===== src/common/tmc_regs.svh =====
`ifndef TMC_REGS_SVH
`define TMC_REGS_SVH

// Register byte addresses on the APB window
`define TMC_OFS_CONTROL      8'h00
`define TMC_OFS_COUNT_LOW    8'h04
`define TMC_OFS_COUNT_HIGH   8'h08
`define TMC_OFS_FLAGS        8'h0c
`define TMC_OFS_ENABLES      8'h10

// timer_control fields
`define TMC_CTRL_WIDE_BIT    7
`define TMC_CTRL_PRE_HI      5
`define TMC_CTRL_PRE_LO      4
`define TMC_CTRL_OSC_BIT     3
`define TMC_CTRL_BYPASS_BIT  2
`define TMC_CTRL_SRC_BIT     1
`define TMC_CTRL_RUN_BIT     0
`define TMC_CTRL_WMASK       8'hbf
`define TMC_CTRL_RESET       8'h00

// peripheral_flags_one / peripheral_enables_one fields
`define TMC_FLAG_OVF_BIT     0
`define TMC_FLAGS_RESET      8'h00
`define TMC_ENABLES_RESET    8'h00

// Count range and compare mode that asks for the special event trigger
`define TMC_COUNT_RESET      16'h0000
`define TMC_COUNT_MAX        16'hffff
`define TMC_CMP_SPECIAL      4'hb

// Instruction clock is the core clock divided by four
`define TMC_INSTR_DIV        4

`endif


===== src/common/tmc_pkg.sv =====
package tmc_pkg;

  // Effective count path after the source and bypass bits are resolved
  typedef enum logic [1:0] {
    SRC_INTERNAL,
    SRC_EXT_SYNC,
    SRC_EXT_ASYNC
  } tmc_src_t;

endpackage


===== src/rtl/tmc_prescaler.sv =====
module tmc_prescaler (
  input  wire logic       clk,
  input  wire logic       arst_n,
  input  wire logic       clear,
  input  wire logic       tickIn,
  input  wire logic [1:0] divSel,
  output logic            tickOut
);

  logic [2:0] cnt_q;
  logic [2:0] cnt_d;
  logic [2:0] mask;

  // 00 -> 1:1, 01 -> 1:2, 10 -> 1:4, 11 -> 1:8
  assign mask    = 3'((4'h1 << divSel) - 4'h1);
  assign tickOut = tickIn && !clear && ((cnt_q & mask) == mask);
  assign cnt_d   = clear ? 3'h0 : (tickIn ? cnt_q + 3'h1 : cnt_q);

  always_ff @(posedge clk or negedge arst_n)
  begin
    if (!arst_n)
      cnt_q <= 3'h0;
    else
      cnt_q <= cnt_d;
  end

endmodule // tmc_prescaler


===== src/rtl/tmc_edge_detect.sv =====
module tmc_edge_detect (
  input  wire logic clk,
  input  wire logic arst_n,
  input  wire logic pinIn,
  input  wire logic bypassSync,
  output logic      risePulse
);

  logic syncA_q;
  logic syncB_q;
  logic syncPrev_q;
  logic rawPrev_q;
  logic syncRise;
  logic rawRise;

  assign syncRise  = syncB_q && !syncPrev_q;
  // Bypass path trusts the pin as already clean; two cycles less latency
  assign rawRise   = pinIn && !rawPrev_q;
  assign risePulse = bypassSync ? rawRise : syncRise;

  always_ff @(posedge clk or negedge arst_n)
  begin
    if (!arst_n)
    begin
      syncA_q    <= 1'b0;
      syncB_q    <= 1'b0;
      syncPrev_q <= 1'b0;
      rawPrev_q  <= 1'b0;
    end
    else
    begin
      syncA_q    <= pinIn;
      syncB_q    <= syncA_q;
      syncPrev_q <= syncB_q;
      rawPrev_q  <= pinIn;
    end
  end

endmodule // tmc_edge_detect


===== src/rtl/tmc_timer.sv =====
// Design decisions made here: the placing of the registers and register access over APB.
`include "tmc_regs.svh"

// Function
// - Control bit 7 selects buffered 16-bit access or two independent byte accesses.
// - Prescale field bits 5-4 divides the count clock by 1, 2, 4 or 8.
// - Control bit 3 enables the low-power oscillator; clear shuts it off.
// - External source: bit 2 clear synchronizes, set bypasses; ignored for internal.
// - Bit 1 picks external pin rising edges or the quarter-rate internal clock.
// - Control bit 0 runs the counter; clear stops incrementing.
// - Count wraps from FFFF to 0000 and each wrap latches the overflow flag.
// - Interrupt request only while the overflow flag and its enable are set.
// - Compare mode 1011 trigger zeroes the count and, with the converter enabled, starts a conversion.
// - The trigger reset never sets the overflow flag.
// - Trigger reset works for internal or synchronized counting only.
// - A software count write beats a coincident trigger reset.
// - Buffered mode: low byte read snapshots high byte; high reads return snapshot.
// - Buffered mode: high writes fill buffer; low write moves it into the count.
// - Low byte writes clear the prescaler; high byte writes do not.
module tmc_timer #(
  parameter int CountWidth = 16
) (
  input  wire logic        clk,
  input  wire logic        arst_n,
  input  wire logic        psel,
  input  wire logic        penable,
  input  wire logic        pwrite,
  input  wire logic [7:0]  paddr,
  input  wire logic [31:0] pwdata,
  output logic [31:0]      prdata,
  output logic             pready,
  output logic             pslverr,
  input  wire logic        externalCountClockPin,
  input  wire logic [3:0]  compareModeSel,
  input  wire logic        specialEventTrigger,
  input  wire logic        adcEnabled,
  output logic             overflowIrq,
  output logic             adcStartPulse,
  output logic             lowPowerOscEnable
);

  // Register state
  logic [7:0]            control_q;
  logic [7:0]            control_d;
  logic [CountWidth-1:0] count_q;
  logic [CountWidth-1:0] count_d;
  logic [7:0]            highBuf_q;
  logic [7:0]            highBuf_d;
  logic                  ovfFlag_q;
  logic                  ovfFlag_d;
  logic                  ovfEnable_q;
  logic                  ovfEnable_d;
  logic [31:0]           prdata_q;
  logic [31:0]           prdata_d;
  logic                  adcStart_q;
  logic                  adcStart_d;

  // Instruction clock divider
  logic [1:0]            instrDiv_q;
  logic [1:0]            instrDiv_d;
  logic                  instrTick;

  // Control fields
  logic                  wideAccessMode;
  logic [1:0]            inputPrescaleSel;
  logic                  lowPowerOscEn;
  logic                  syncBypass;
  logic                  countSourceSel;
  logic                  countRun;

  assign wideAccessMode   = control_q[`TMC_CTRL_WIDE_BIT];
  assign inputPrescaleSel = control_q[`TMC_CTRL_PRE_HI:`TMC_CTRL_PRE_LO];
  assign lowPowerOscEn    = control_q[`TMC_CTRL_OSC_BIT];
  assign syncBypass       = control_q[`TMC_CTRL_BYPASS_BIT];
  assign countSourceSel   = control_q[`TMC_CTRL_SRC_BIT];
  assign countRun         = control_q[`TMC_CTRL_RUN_BIT];

  // APB decode
  logic                  setupPhase;
  logic                  accessPhase;
  logic                  wrAccess;
  logic                  rdSetup;
  logic                  hitControl;
  logic                  hitLow;
  logic                  hitHigh;
  logic                  hitFlags;
  logic                  hitEnables;
  logic                  mapped;
  logic                  wrControl;
  logic                  wrLow;
  logic                  wrHigh;
  logic                  wrFlags;
  logic                  wrEnables;
  logic                  rdLowSetup;

  assign setupPhase  = psel && !penable;
  assign accessPhase = psel && penable;
  assign wrAccess    = accessPhase && pwrite;
  assign rdSetup     = setupPhase && !pwrite;

  assign hitControl  = paddr == `TMC_OFS_CONTROL;
  assign hitLow      = paddr == `TMC_OFS_COUNT_LOW;
  assign hitHigh     = paddr == `TMC_OFS_COUNT_HIGH;
  assign hitFlags    = paddr == `TMC_OFS_FLAGS;
  assign hitEnables  = paddr == `TMC_OFS_ENABLES;
  assign mapped      = hitControl || hitLow || hitHigh || hitFlags || hitEnables;

  assign wrControl   = wrAccess && hitControl;
  assign wrLow       = wrAccess && hitLow;
  assign wrHigh      = wrAccess && hitHigh;
  assign wrFlags     = wrAccess && hitFlags;
  assign wrEnables   = wrAccess && hitEnables;
  assign rdLowSetup  = rdSetup && hitLow;

  // Zero wait states; unmapped addresses answer with an error
  assign pready      = 1'b1;
  assign pslverr     = accessPhase && !mapped;
  assign prdata      = prdata_q;

  // Count source resolution
  tmc_pkg::tmc_src_t     srcMode;
  logic                  extRise;
  logic                  srcTick;
  logic                  preTick;
  logic                  countTick;

  assign srcMode = !countSourceSel ? tmc_pkg::SRC_INTERNAL :
                   (syncBypass ? tmc_pkg::SRC_EXT_ASYNC : tmc_pkg::SRC_EXT_SYNC);

  tmc_edge_detect u_edge (
    .clk        (clk),
    .arst_n     (arst_n),
    .pinIn      (externalCountClockPin),
    .bypassSync (srcMode == tmc_pkg::SRC_EXT_ASYNC),
    .risePulse  (extRise)
  );

  // Core clock stands for the oscillator, so the instruction rate is a quarter of it
  assign instrDiv_d = 2'(instrDiv_q + 2'h1);
  assign instrTick  = instrDiv_q == 2'(`TMC_INSTR_DIV - 1);

  assign srcTick = (srcMode == tmc_pkg::SRC_INTERNAL) ? instrTick : extRise;

  tmc_prescaler u_pre (
    .clk     (clk),
    .arst_n  (arst_n),
    .clear   (wrLow),
    .tickIn  (srcTick && countRun),
    .divSel  (inputPrescaleSel),
    .tickOut (preTick)
  );

  // Stopped counter receives no ticks and so keeps its value
  assign countTick = preTick && countRun;

  // Special event trigger
  logic                  cmpSpecial;
  logic                  trigReset;
  logic                  countWrite;
  logic                  wrap;

  assign cmpSpecial = specialEventTrigger && (compareModeSel == `TMC_CMP_SPECIAL);
  // Trigger is not honoured on the unsynchronized path, where it cannot be made reliable
  assign trigReset  = cmpSpecial && (srcMode != tmc_pkg::SRC_EXT_ASYNC);
  assign countWrite = wrLow || (wrHigh && !wideAccessMode);
  assign wrap       = countTick && !countWrite && !trigReset
                      && (count_q == `TMC_COUNT_MAX);

  // Next count: software write first, then trigger reset, then increment
  always_comb
  begin
    count_d = count_q;
    if (wrLow && wideAccessMode)
      count_d = {highBuf_q, pwdata[7:0]};
    else if (wrLow)
      count_d = {count_q[15:8], pwdata[7:0]};
    else if (wrHigh && !wideAccessMode)
      count_d = {pwdata[7:0], count_q[7:0]};
    else if (trigReset)
      count_d = `TMC_COUNT_RESET;
    else if (countTick)
      count_d = CountWidth'(count_q + 16'h0001);
  end

  // Holding buffer for coherent 16-bit access
  always_comb
  begin
    highBuf_d = highBuf_q;
    if (wrHigh && wideAccessMode)
      highBuf_d = pwdata[7:0];
    else if (rdLowSetup && wideAccessMode)
      highBuf_d = count_q[15:8];
  end

  // Control register; bit 6 is unimplemented and stays zero
  assign control_d = wrControl ? (pwdata[7:0] & `TMC_CTRL_WMASK) : control_q;

  // Overflow flag: a wrap in the same cycle as a software clear keeps the flag set
  always_comb
  begin
    ovfFlag_d = ovfFlag_q;
    if (wrFlags)
      ovfFlag_d = pwdata[`TMC_FLAG_OVF_BIT];
    if (wrap)
      ovfFlag_d = 1'b1;
  end

  assign ovfEnable_d = wrEnables ? pwdata[`TMC_FLAG_OVF_BIT] : ovfEnable_q;
  assign overflowIrq = ovfFlag_q && ovfEnable_q;

  // Conversion start follows any mode 1011 trigger while the converter is enabled, honoured or not; a write that wins still starts it
  assign adcStart_d    = cmpSpecial && adcEnabled;
  assign adcStartPulse = adcStart_q;

  assign lowPowerOscEnable = lowPowerOscEn;

  // Read data is captured in the setup phase, so the access phase returns it at once
  always_comb
  begin
    prdata_d = prdata_q;
    if (rdSetup)
    begin
      prdata_d = 32'h0000_0000;
      if (hitControl)
        prdata_d[7:0] = control_q;
      else if (hitLow)
        prdata_d[7:0] = count_q[7:0];
      else if (hitHigh)
        prdata_d[7:0] = wideAccessMode ? highBuf_q : count_q[15:8];
      else if (hitFlags)
        prdata_d[`TMC_FLAG_OVF_BIT] = ovfFlag_q;
      else if (hitEnables)
        prdata_d[`TMC_FLAG_OVF_BIT] = ovfEnable_q;
    end
  end

  always_ff @(posedge clk or negedge arst_n)
  begin
    if (!arst_n)
    begin
      control_q   <= `TMC_CTRL_RESET;
      count_q     <= `TMC_COUNT_RESET;
      highBuf_q   <= 8'h00;
      ovfFlag_q   <= 1'b0;
      ovfEnable_q <= 1'b0;
      prdata_q    <= 32'h0000_0000;
      adcStart_q  <= 1'b0;
      instrDiv_q  <= 2'h0;
    end
    else
    begin
      control_q   <= control_d;
      count_q     <= count_d;
      highBuf_q   <= highBuf_d;
      ovfFlag_q   <= ovfFlag_d;
      ovfEnable_q <= ovfEnable_d;
      prdata_q    <= prdata_d;
      adcStart_q  <= adcStart_d;
      instrDiv_q  <= instrDiv_d;
    end
  end

endmodule // tmc_timer


===== config.mk =====
export PLATFORM = sky130hd
export DESIGN_NAME = tmc_timer
export DESIGN_NICKNAME = d
export VERILOG_FILES = /design/src/common/tmc_pkg.sv /design/src/rtl/tmc_prescaler.sv /design/src/rtl/tmc_edge_detect.sv /design/src/rtl/tmc_timer.sv
export VERILOG_INCLUDE_DIRS = /design/src /design/src/common
export SDC_FILE = /design/constraint.sdc
export NUM_CORES = 1
export LEC_CHECK = 0
export BUFFER_PORTS_ARGS = -buffer_cell sky130_fd_sc_hd__buf_2
export CAP_MARGIN = 40
export CORE_ASPECT_RATIO = 1.5
export CORE_MARGIN = 1.5
export CORE_UTILIZATION = 48
export DETAILED_ROUTE_END_ITERATION = 7
export PLACE_DENSITY = 0.85
export SKIP_CTS_REPAIR_TIMING = 1
export SLEW_MARGIN = 20
export SYNTH_ARGS = -nofsm -noshare
export SYNTH_HDL_FRONTEND = slang
export SYNTH_SLANG_ARGS = --single-unit

===== constraint.sdc =====
create_clock -name clk -period 2.1 [get_ports clk]
set_clock_uncertainty 0.2 [all_clocks]
set_input_delay 0.105 -clock clk [delete_from_list [all_inputs] [get_ports clk]]
set_output_delay 0.105 -clock clk [all_outputs]
set_load 0.02 [all_outputs]

==> results.json, run 1 <==
{
  "overflow": 0,
  "max_freq_mhz": 467,
  "cp-end-kind": "flip-flop",
  "drv_cap": 0,
  "regToRegEndpoint": "count_q[8]",
  "io_pins": 89,
  "cts_max_level": 2,
  "drv_slew": 0,
  "clock-sinks": 50,
  "peakVddDrop_v": 0.000350,
  "filler_cell_count": 569,
  "ys_ff_latch": 50,
  "place_congestion": 0.953,
  "cp.required_ns": 2.14,
  "ys_top_cells_by_area": "dfrtp_1 (38%), buf_4 (5.9%), nand2_1 (3.9%), a22oi_1 (3.4%), o21ai_0 (2.6%)",
  "ant_nets": 0,
  "power_density_nw_per_um2": 523,
  "port_buffers": 39,
  "antenna_cells": 0,
  "drive_above_1_share_pct": 26.7,
  "cts_tree": "yes",
  "cp-start-kind": "flip-flop",
  "grt_pass1_vias": 2992,
  "wl_per_cell_um": 18.6,
  "clockBufferDepth": 2,
  "synth_cell_type_count": 64,
  "drtIter0Drc": 310,
  "die_h_um": 104,
  "rows": 36,
  "cts_root_buffer": "clkbuf_8",
  "area.growth.synth_to_final_pct": 22.4,
  "vias": 3321,
  "hp-class": "primary input to flip-flop",
  "routed_via_density": 6.41,
  "worst_ep_arrival_time_ns": 2.18,
  "antenna_found_initial": 0,
  "yosys-top-cells-count": "dfrtp_1 (50), nand2_1 (34), buf_4 (26)",
  "syn_area_sq_um": 3290,
  "numCtsBuffers": 5,
  "relSlewSlack_pct": 58.1,
  "worstReg2RegStart": "control_q[7]",
  "violations": "negative setup slack",
  "drc": 0,
  "layout_min_cycle_time_ns": 2.14,
  "rsz0062_at_grt": "true",
  "drt_pass1_iterations": 7,
  "hold_path_end": "ovfEnable_q",
  "synth_edf_count": 0,
  "initial_utilization_pct": 50.0,
  "worst_slew_pin_slew_ns": 0.628,
  "synth.top_cell.area_share_pct": 38.0,
  "r2r_cells": 4,
  "synth.avg_cell_area_sq_um": 9.04,
  "nNetsFinal": 496,
  "crit_fanout": 5,
  "ys_async_sr_fraction_pct": 100,
  "worstHoldStart": "paddr[4]",
  "wirelength_mm": 9.62,
  "grt_max_degree": 51,
  "place_hpwl_mm": 7.05,
  "setup_viol": 1,
  "ff2ff_setup_slack_ns": -0.04,
  "grt_pass1_wl_mm": 14.6,
  "status": "finished, violations left",
  "min_path_cells": 3,
  "fin_ws_ns": -0.0398,
  "synth_top_area_cell": "dfrtp_1",
  "yosysWarnings": 0,
  "hold_violations": 0,
  "die_area_sq_um": 7370,
  "synth_most_common_cell": "dfrtp_1",
  "syn_inst": 364,
  "dieWidth_um": 70.6,
  "path_class": "flip-flop to flip-flop",
  "seq_area_frac_synth_pct": 38.0,
  "path_clk_slew_ns": 0.09,
  "core-area_sq_um": 6580,
  "grt_use_total_pct": 25.1,
  "clkLatencyLatePin_ns": 0.31,
  "finalCritPeriodShare_pct": 102,
  "ys.flop_type": "dfrtp_1",
  "p_total_mw": 2.11,
  "leakage_nw": 1.90,
  "final_core_util_pct": 61.2
}
power breakdown:
part	internal (mW)	switching, mW	leakage [nW]
Combinational	0.178	0.242	1.18
Sequential	1.02	0.0680	0.667
Clock	0.266	0.329	0.0472
Total	1.47	0.639	1.90
kinds of logic after synthesis:
group           after synthesis  share of synthesized area (%)
xor+xnor                      2                          0.532
mux                          18                           5.89
compound gates              108                           23.4
fa+ha+maj                     3                           1.14
flops                        50                           38.0
simple gates                121                           20.6
buf+inv                      60                           10.2
other cells                   2                          0.228
cell type report:
| cell class | count | area [sq um] | area share, % |
|---|---|---|---|
| inverters | 13 | 48.8 | 1.21 |
| flip-flops and latches | 50 | 1250 | 31.1 |
| multi-input cells | 277 | 1870 | 46.4 |
| clock inverters | 2 | 12.5 | 0.311 |
| repair buffers | 94 | 667 | 16.6 |
| clock buffers | 6 | 82.6 | 2.05 |
| well taps | 76 | 95.1 | 2.36 |
sequential cells by signal (all words and copies together), names as in the netlist:
register           count
adcStartPulse          1
control_q              7
count_q               16
highBuf_q              8
instrDiv_q             2
ovfEnable_q            1
ovfFlag_q              1
prdata                 8
u_edge.rawPrev_q       1
u_edge.syncB_q         1
u_edge.syncPrev_q      1
u_pre.cnt_q            3
placed cells by master, fill, tap and decap left out, types with 7 or more instances in the layout:
cell           Yosys  final
a21oi_1            9      8
a22oi_1           15     15
and3_1             7      7
buf_2              3     39
buf_4             26     40
conb_1             2     25
dfrtp_1           50     49
dlygate4sd3_1      0     12
inv_1             13     13
mux2_1             7      7
mux2i_1            7      7
nand2_1           34     34
nand3_1           15     15
nand4_1            7      7
nor2_1            21     21
o211ai_1           9      9
o21ai_0           17     16
o21ai_1            9      8
o22ai_1            8      8
worst max-delay path by stage:
stage                             start  depth (start not counted)  slack, ns         end
after CTS                 instrDiv_q[0]                          7      -0.13   ovfFlag_q
after floorplan            control_q[7]                          5      -0.04  count_q[8]
after global routing       control_q[7]                          4      -0.11  count_q[8]
after detailed placement  instrDiv_q[0]                          7      -0.11   ovfFlag_q
final                      control_q[7]                          4      -0.04  count_q[8]
after global placement     control_q[7]                          6      -0.07   ovfFlag_q
metal layers:
| layer | GRT usage [%] | wire (um) |
|---|---|---|
| met2 | 43.9 | 4990 |
| met4 | 13.2 | 464 |
| met5 | 0 | 0 |
| met3 | 3.49 | 747 |
| met1 | 29.1 | 3420 |
worst max-delay path, cell delays in order, from the launching register on:
cell and delay [ns]:
dfrtp_2 0.45, or3b_4 0.40, or4_4 0.60, a221oi_2 0.26, o22a_1 0.16
stage by stage:
| step | std cells | worst slack [ns] | instance area [sq um] | hold WS (ns) | TNS, ns |
|---|---|---|---|---|---|
| 2_1_floorplan | 387 | -0.0355 | 3380 | -0.391 | -0.0659 |
| 3_3_place_gp | 495 | -0.0718 | 3690 | 0.0278 | -0.133 |
| 3_5_place_dp | 495 | -0.112 | 3690 | 0.0277 | -0.419 |
| 4_1_cts | 503 | -0.130 | 3780 | -0.295 | -0.499 |
| 5_1_grt | 518 | -0.108 | 4030 | 0.0336 | -0.108 |
| 6_report | 518 | -0.0398 | 4030 | 0.0186 | -0.0398 |
No activity file was read; power rests on OpenSTA's default activity.
==> run 2: changes to the inputs <==
- CORE_MARGIN: 1.5 -> 4
==> run 2 against run 1 <==
  * Largest cell class unchanged
  * Die area grew 12%
  * The flow now finishes without violations
  * Maximum frequency grew 3.5%
  * Clock power grew 1%
==> results.json, run 2 (synthesis gave the netlist of run 1 again) <==
{
  "grt_use_total_pct": 24.4,
  "hp-class": "primary input to flip-flop",
  "status": "finished, final reports clean",
  "overflow": 0,
  "path_cells": "or3b_4 > or4_4 > buf_4 > o21ai_0 > a2bb2oi_1",
  "placed_cells": 497,
  "rsz0062_at_grt": "true",
  "hold_violations": 0,
  "place_hpwl_mm": 7.34,
  "cts_max_level": 2,
  "wl_per_cell_um": 18.5,
  "cp_num_buf_inv": 1,
  "leakage_nw": 1.86,
  "clockBufferDepth": 2,
  "top_register": "count_q",
  "dieWidth_um": 75.6,
  "cp-end-kind": "flip-flop",
  "drc": 0,
  "filler_cell_count": 584,
  "final_core_util_pct": 60.4,
  "largest_reg_flops": 16,
  "drv_cap": 0,
  "core-area_sq_um": 6580,
  "grt_pass1_wl_mm": 15.2,
  "io_pins": 89,
  "finalCritPeriodShare_pct": 98.5,
  "layout_min_cycle_time_ns": 2.07,
  "max_freq_mhz": 484,
  "multiInputGateArea_sq_um": 1820,
  "cts_tree": "yes",
  "nNetsFinal": 498,
  "p_total_mw": 2.12,
  "drtIter0Drc": 417,
  "worst_slew_pin_slew_ns": 0.632,
  "cts_root_buffer": "clkbuf_8",
  "path_class": "flip-flop to flip-flop",
  "antenna_cells": 0,
  "peakVddDrop_v": 0.000316,
  "die_area_sq_um": 8270,
  "power_density_nw_per_um2": 534,
  "final_cell_mix": "dfrtp_1 (50), buf_4 (43), buf_2 (39), nand2_1 (34), conb_1 (25)",
  "drt_pass1_iterations": 6,
  "crit_fanout": 3,
  "worst_ep_arrival_time_ns": 2.10,
  "ant_nets": 0,
  "drive_above_1_share_pct": 25.9,
  "drv_slew": 0,
  "wirelength_mm": 9.63,
  "cp-start-kind": "flip-flop",
  "rows": 36,
  "layout.cells.non_filler": 520,
  "layout.area.seq_sq_um": 1250,
  "cpPeakStageDelay_ns": 0.58,
  "area.growth.synth_to_final_pct": 20.7,
  "relSlewSlack_pct": 57.9,
  "antenna_found_initial": 0,
  "clock-sinks": 50,
  "final_common_cell": "dfrtp_1",
  "cp.required_ns": 2.14,
  "path_clk_slew_ns": 0.10,
  "fin_tns_setup_ns": 0,
  "place_congestion": 1.00,
  "vias": 3235,
  "numCtsBuffers": 5,
  "clkLatencyLatePin_ns": 0.32,
  "routed_via_density": 6.22,
  "grt_pass1_vias": 3046,
  "grt_max_degree": 51,
  "fin_area_sq_um": 3970,
  "die_h_um": 109,
  "dpl_cell_area_sq_um": 3700,
  "initial_utilization_pct": 50.0,
  "port_buffers": 39,
  "cp_slowest_cell": "or4_4",
  "cp_top_family": "simple AND/OR/NAND/NOR gates",
  "setup_viol": 0
}
-- run 2: changes by cell type in the layout (fill, tap and decap cells not counted), sizes merged --
cell	previous run	this run
inv	13	15
clkinvlp	1	0
clkbuf	7	5
buf	81	84
-- run 2: metal layers --
metal,track usage [%],up-vias,share of wire [%]
met4,13.9,0,5.4
met2,40.1,167,49
met1,29.8,1547,38
met5,0,-,0
met3,3.48,41,7.0
li1,-,1480,-
-- run 2: cell type report --
| cell class | count | share of cell area, % |
|---|---|---|
| clock buffers | 5 | 1.73 |
| flip-flops and latches | 50 | 31.5 |
| repair buffers | 96 | 16.6 |
| inverters | 13 | 1.23 |
| multi-input cells | 277 | 45.9 |
| clock inverters | 3 | 0.661 |
| well taps | 76 | 2.39 |
-- run 2: path summary, 6_finish.rpt --
check / endpoint / startpoint / slack [ns] / cells after the start
setup reg to reg: count_q[13] / control_q[7] / 0.03 / 5
hold / removal: ovfEnable_q / paddr[4] / 0.000002 / 3
setup / recovery: count_q[13] / control_q[7] / 0.03 / 5
min in group asynchronous: adcStartPulse / arst_n / 0.21 / 3
hold reg to reg: u_edge.syncB_q / u_edge.rawPrev_q / 0.19 / 0
max in group asynchronous: count_q[13] / arst_n / 1.05 / 3
-- run 2: power breakdown --
group	switching, mW	internal (mW)	leakage, nW
logic	0.244	0.181	1.14
clock network	0.355	0.246	0.0491
registers	0.0693	1.02	0.669
-- run 2: tightest hold or removal path, cell delays in order --
cell	delay [ns]
buf_2	0.14
nand4_1	0.09
mux2_2	0.15
-- run 2: stage by stage --
stage          setup slack [ns]  hold slack [ns]
2_1_floorplan           -0.0355           -0.391
6_report                 0.0323       0.00000200
5_1_grt                 -0.0102           0.0183
4_1_cts                 -0.0575           -0.303
3_5_place_dp            -0.0424           0.0287
3_3_place_gp            -0.0130           0.0276
==> run 3: changes to the inputs <==
- CORE_UTILIZATION: 48 -> 47
- PLACE_DENSITY: 0.85 -> 0.84
- SYNTH_HIERARCHICAL: default -> 1
==> run 3 against run 2 <==
  * Sequential share of layout area shrank 0.85 points
  * Cell area grew 2.8%
  * Global-route usage fell by 2.1 points
  * Wire length fell by 7.8%
  * Non-clock buffer count is 10 higher
  * Hold slack gained 0.011 ns
  * Clock-buffer cell count grew 2
  * Critical path depth is 7 higher
  * Area after synthesis down 5.4%
  * Largest power group unchanged
  * The flow now finishes with violations (negative setup slack)
  * Sequential power is 9% lower
  * Synthesized cell count fell by 6.3%
  * Via count decreased by 8.2%
==> results.json, run 3 <==
{
  "synth.avg_cell_area_sq_um": 9.13,
  "p_total_mw": 1.82,
  "io_pins": 89,
  "ys.flop_type": "dfrtp_1",
  "layout_min_cycle_time_ns": 2.79,
  "max_freq_mhz": 358,
  "path_cells": "and2_4 > o32ai_2 > mux2i_1 > nor2b_2 > nand2b_1 > a221oi_4 > nand4_1 > buf_4 > nor4_2 > mux2i_1 > nor3_1 > a221o_1",
  "yosysWarnings": 6,
  "grt_use_total_pct": 22.3,
  "hold_violations": 0,
  "synth_cell_type_count": 58,
  "fin_tns_setup_ns": -8.63,
  "finalCritPeriodShare_pct": 133,
  "rsz0062_at_grt": "true",
  "path_clk_slew_ns": 0.08,
  "seq_area_frac_synth_pct": 40.2,
  "power_density_nw_per_um2": 445,
  "port_buffers": 39,
  "cellInternalPower_mw": 1.34,
  "largest_reg_flops": 16,
  "drt_pass1_iterations": 4,
  "critPathMostFrequentCell": "mux2i_1",
  "drc": 0,
  "drv_cap": 0,
  "cp_num_buf_inv": 1,
  "antenna_cells": 0,
  "clkLatencyLatePin_ns": 0.31,
  "ys_ff_latch": 50,
  "clock_power_share_pct": 31.8,
  "grt_max_degree": 22,
  "syn_area_sq_um": 3110,
  "syn_inst": 341,
  "synth_xor_area_share_pct": 1.97,
  "dp_slack_ns": -0.662,
  "synth.top_cell.area_share_pct": 40.2,
  "numCtsBuffers": 5,
  "vias": 2970,
  "ys_top_cells_by_area": "dfrtp_1 (40%), mux2i_1 (6.4%), buf_4 (6.3%), nor2_1 (4.6%), mux2_2 (3.6%)",
  "cp-end-kind": "flip-flop",
  "rows": 36,
  "synth_most_common_cell": "dfrtp_1",
  "die_h_um": 108,
  "fin_ws_ns": -0.691,
  "r2r_cells": 12,
  "clockBufferDepth": 2,
  "place_hpwl_mm": 6.62,
  "cpPeakStageDelay_ns": 0.38,
  "cp_top_family": "simple AND/OR/NAND/NOR gates",
  "ant_nets": 0,
  "ys_async_sr_fraction_pct": 100,
  "synth_top_area_cell": "dfrtp_1",
  "crit_fanout": 3,
  "overflow": 0,
  "grt_pass1_wl_mm": 13.7,
  "worst_ep_arrival_time_ns": 2.78,
  "cp_slowest_cell": "dfrtp_1",
  "wirelength_mm": 8.88,
  "top_register": "count_q",
  "leakage_nw": 2.01,
  "power_switching_mw": 0.481,
  "p_seq_share_pct": 54.5,
  "ff2ff_setup_slack_ns": -0.69,
  "clock-sinks": 50,
  "synth_top_family_by_area": "simple AND/OR/NAND/NOR gates",
  "path_class": "flip-flop to flip-flop",
  "hold_path_end": "adcStartPulse",
  "cts_tree": "yes",
  "area.growth.synth_to_final_pct": 31.1,
  "hp-class": "primary input to flip-flop",
  "synth_edf_count": 0,
  "switching_share_pct": 26.5,
  "peakVddDrop_v": 0.000455,
  "synthAdderAreaFrac_pct": 1.21,
  "worstHoldStart": "compareModeSel[2]",
  "synthMuxAreaShare_pct": 10.0,
  "initial_utilization_pct": 48.0,
  "cp-start-kind": "flip-flop",
  "routed_via_density": 5.76,
  "nNetsFinal": 494,
  "core-area_sq_um": 6490,
  "status": "finished, violations left",
  "regToRegEndpoint": "count_q[15]",
  "grt_pass1_vias": 2909,
  "synth-simple-area-share_pct": 21.5,
  "dieWidth_um": 74.5,
  "drtIter0Drc": 256,
  "antenna_found_initial": 0,
  "drive_above_1_share_pct": 34.1,
  "cts_root_buffer": "clkbuf_8",
  "worstReg2RegStart": "control_q[2]",
  "min_path_cells": 4,
  "combPwrFrac_pct": 13.7,
  "final_cell_mix": "dfrtp_1 (50), buf_4 (50), buf_2 (39), nor2_1 (35)",
  "wl_per_cell_um": 17.2,
  "violations": "negative setup slack",
  "synth_compound_area_share_pct": 15.5,
  "setup_viol": 17,
  "drv_slew": 0,
  "cts_max_level": 2,
  "cp.required_ns": 2.09,
  "die_area_sq_um": 8020,
  "place_congestion": 0.966,
  "yosys-top-cells-count": "dfrtp_1 (50), nor2_1 (38), nand2_1 (27)"
}
[run 3: cell count changes in the layout (fill, tap and decap cells not counted), sizes merged, moves of 8 or more]
| cell | delta |
|---|---|
| a21oi | +10 |
| mux2i | +13 |
| o21ai | -8 |
| nor2 | +17 |
| a22oi | -13 |
| buf | +10 |
[run 3: metrics by stage]
stage                     cells  hold slack (ns)  utilization (%)  area (sq um)
after floorplan             364           -0.391                -          3250
after global placement      495           -0.178             57.2          3710
after detailed placement    495           -0.173             57.2          3710
after CTS                   503           -0.508             58.6          3800
after global routing        516           0.0475             62.9          4080
final                       516           0.0107             62.9          4080
[run 3: logic make-up after synthesis]
| logic type | Yosys count |
|---|---|
| and+or+nand+nor | 130 |
| AOI/OAI and AO/OA | 71 |
| DFF | 50 |
| buffers and inverters | 48 |
| muxes | 30 |
| xor gates and xnor gates | 7 |
| adders and majority gates | 3 |
| other | 2 |
[run 3: worst max-delay path by stage]
stage / startpoint / to / slack [ns] / cells after the start
2_1_floorplan: control_q[1] / count_q[13] / -0.79 / 11
3_3_place_gp: control_q[2] / count_q[13] / -0.63 / 11
3_5_place_dp: control_q[2] / count_q[13] / -0.66 / 11
4_1_cts: control_q[2] / count_q[13] / -0.68 / 11
5_1_grt: control_q[2] / count_q[13] / -0.84 / 11
6_report: control_q[2] / count_q[15] / -0.69 / 12
[run 3: tightest hold or removal path, stage by stage]
cell      delay, ns
buf_2          0.07
nand4b_1       0.12
buf_4          0.14
nor2_1         0.04
[run 3: metal layers]
metal | vias up | part of all wire, % | global-route usage (%) | wire, um
met5 | - | 0 | 0 | 0
met4 | 0 | 5.7 | 12.2 | 504
met3 | 40 | 7.8 | 4.02 | 697
met2 | 140 | 50 | 38.0 | 4480
met1 | 1414 | 36 | 25.5 | 3200
li1 | 1376 | - | - | -
[run 3: layout make-up]
cell class | instances | area [sq um]
clock inverter | 1 | 5.00
timing repair buffer | 106 | 759
sequential | 50 | 1250
inverter | 10 | 37.5
multi-input combinational | 266 | 1850
clock buffer | 7 | 86.3
tap | 76 | 95.1
fill | 544 | 2400
[run 3: power by group through the flow]
stage / clock network (mW) / logic (mW) / registers (mW)
floorplan: 0 / 0.151 / 1.01
global placement: 0 / 0.222 / 1.01
detailed placement: 0 / 0.227 / 1.01
CTS: 0.593 / 0.228 / 0.989
global route: 0.626 / 0.274 / 0.992
finish: 0.578 / 0.250 / 0.990
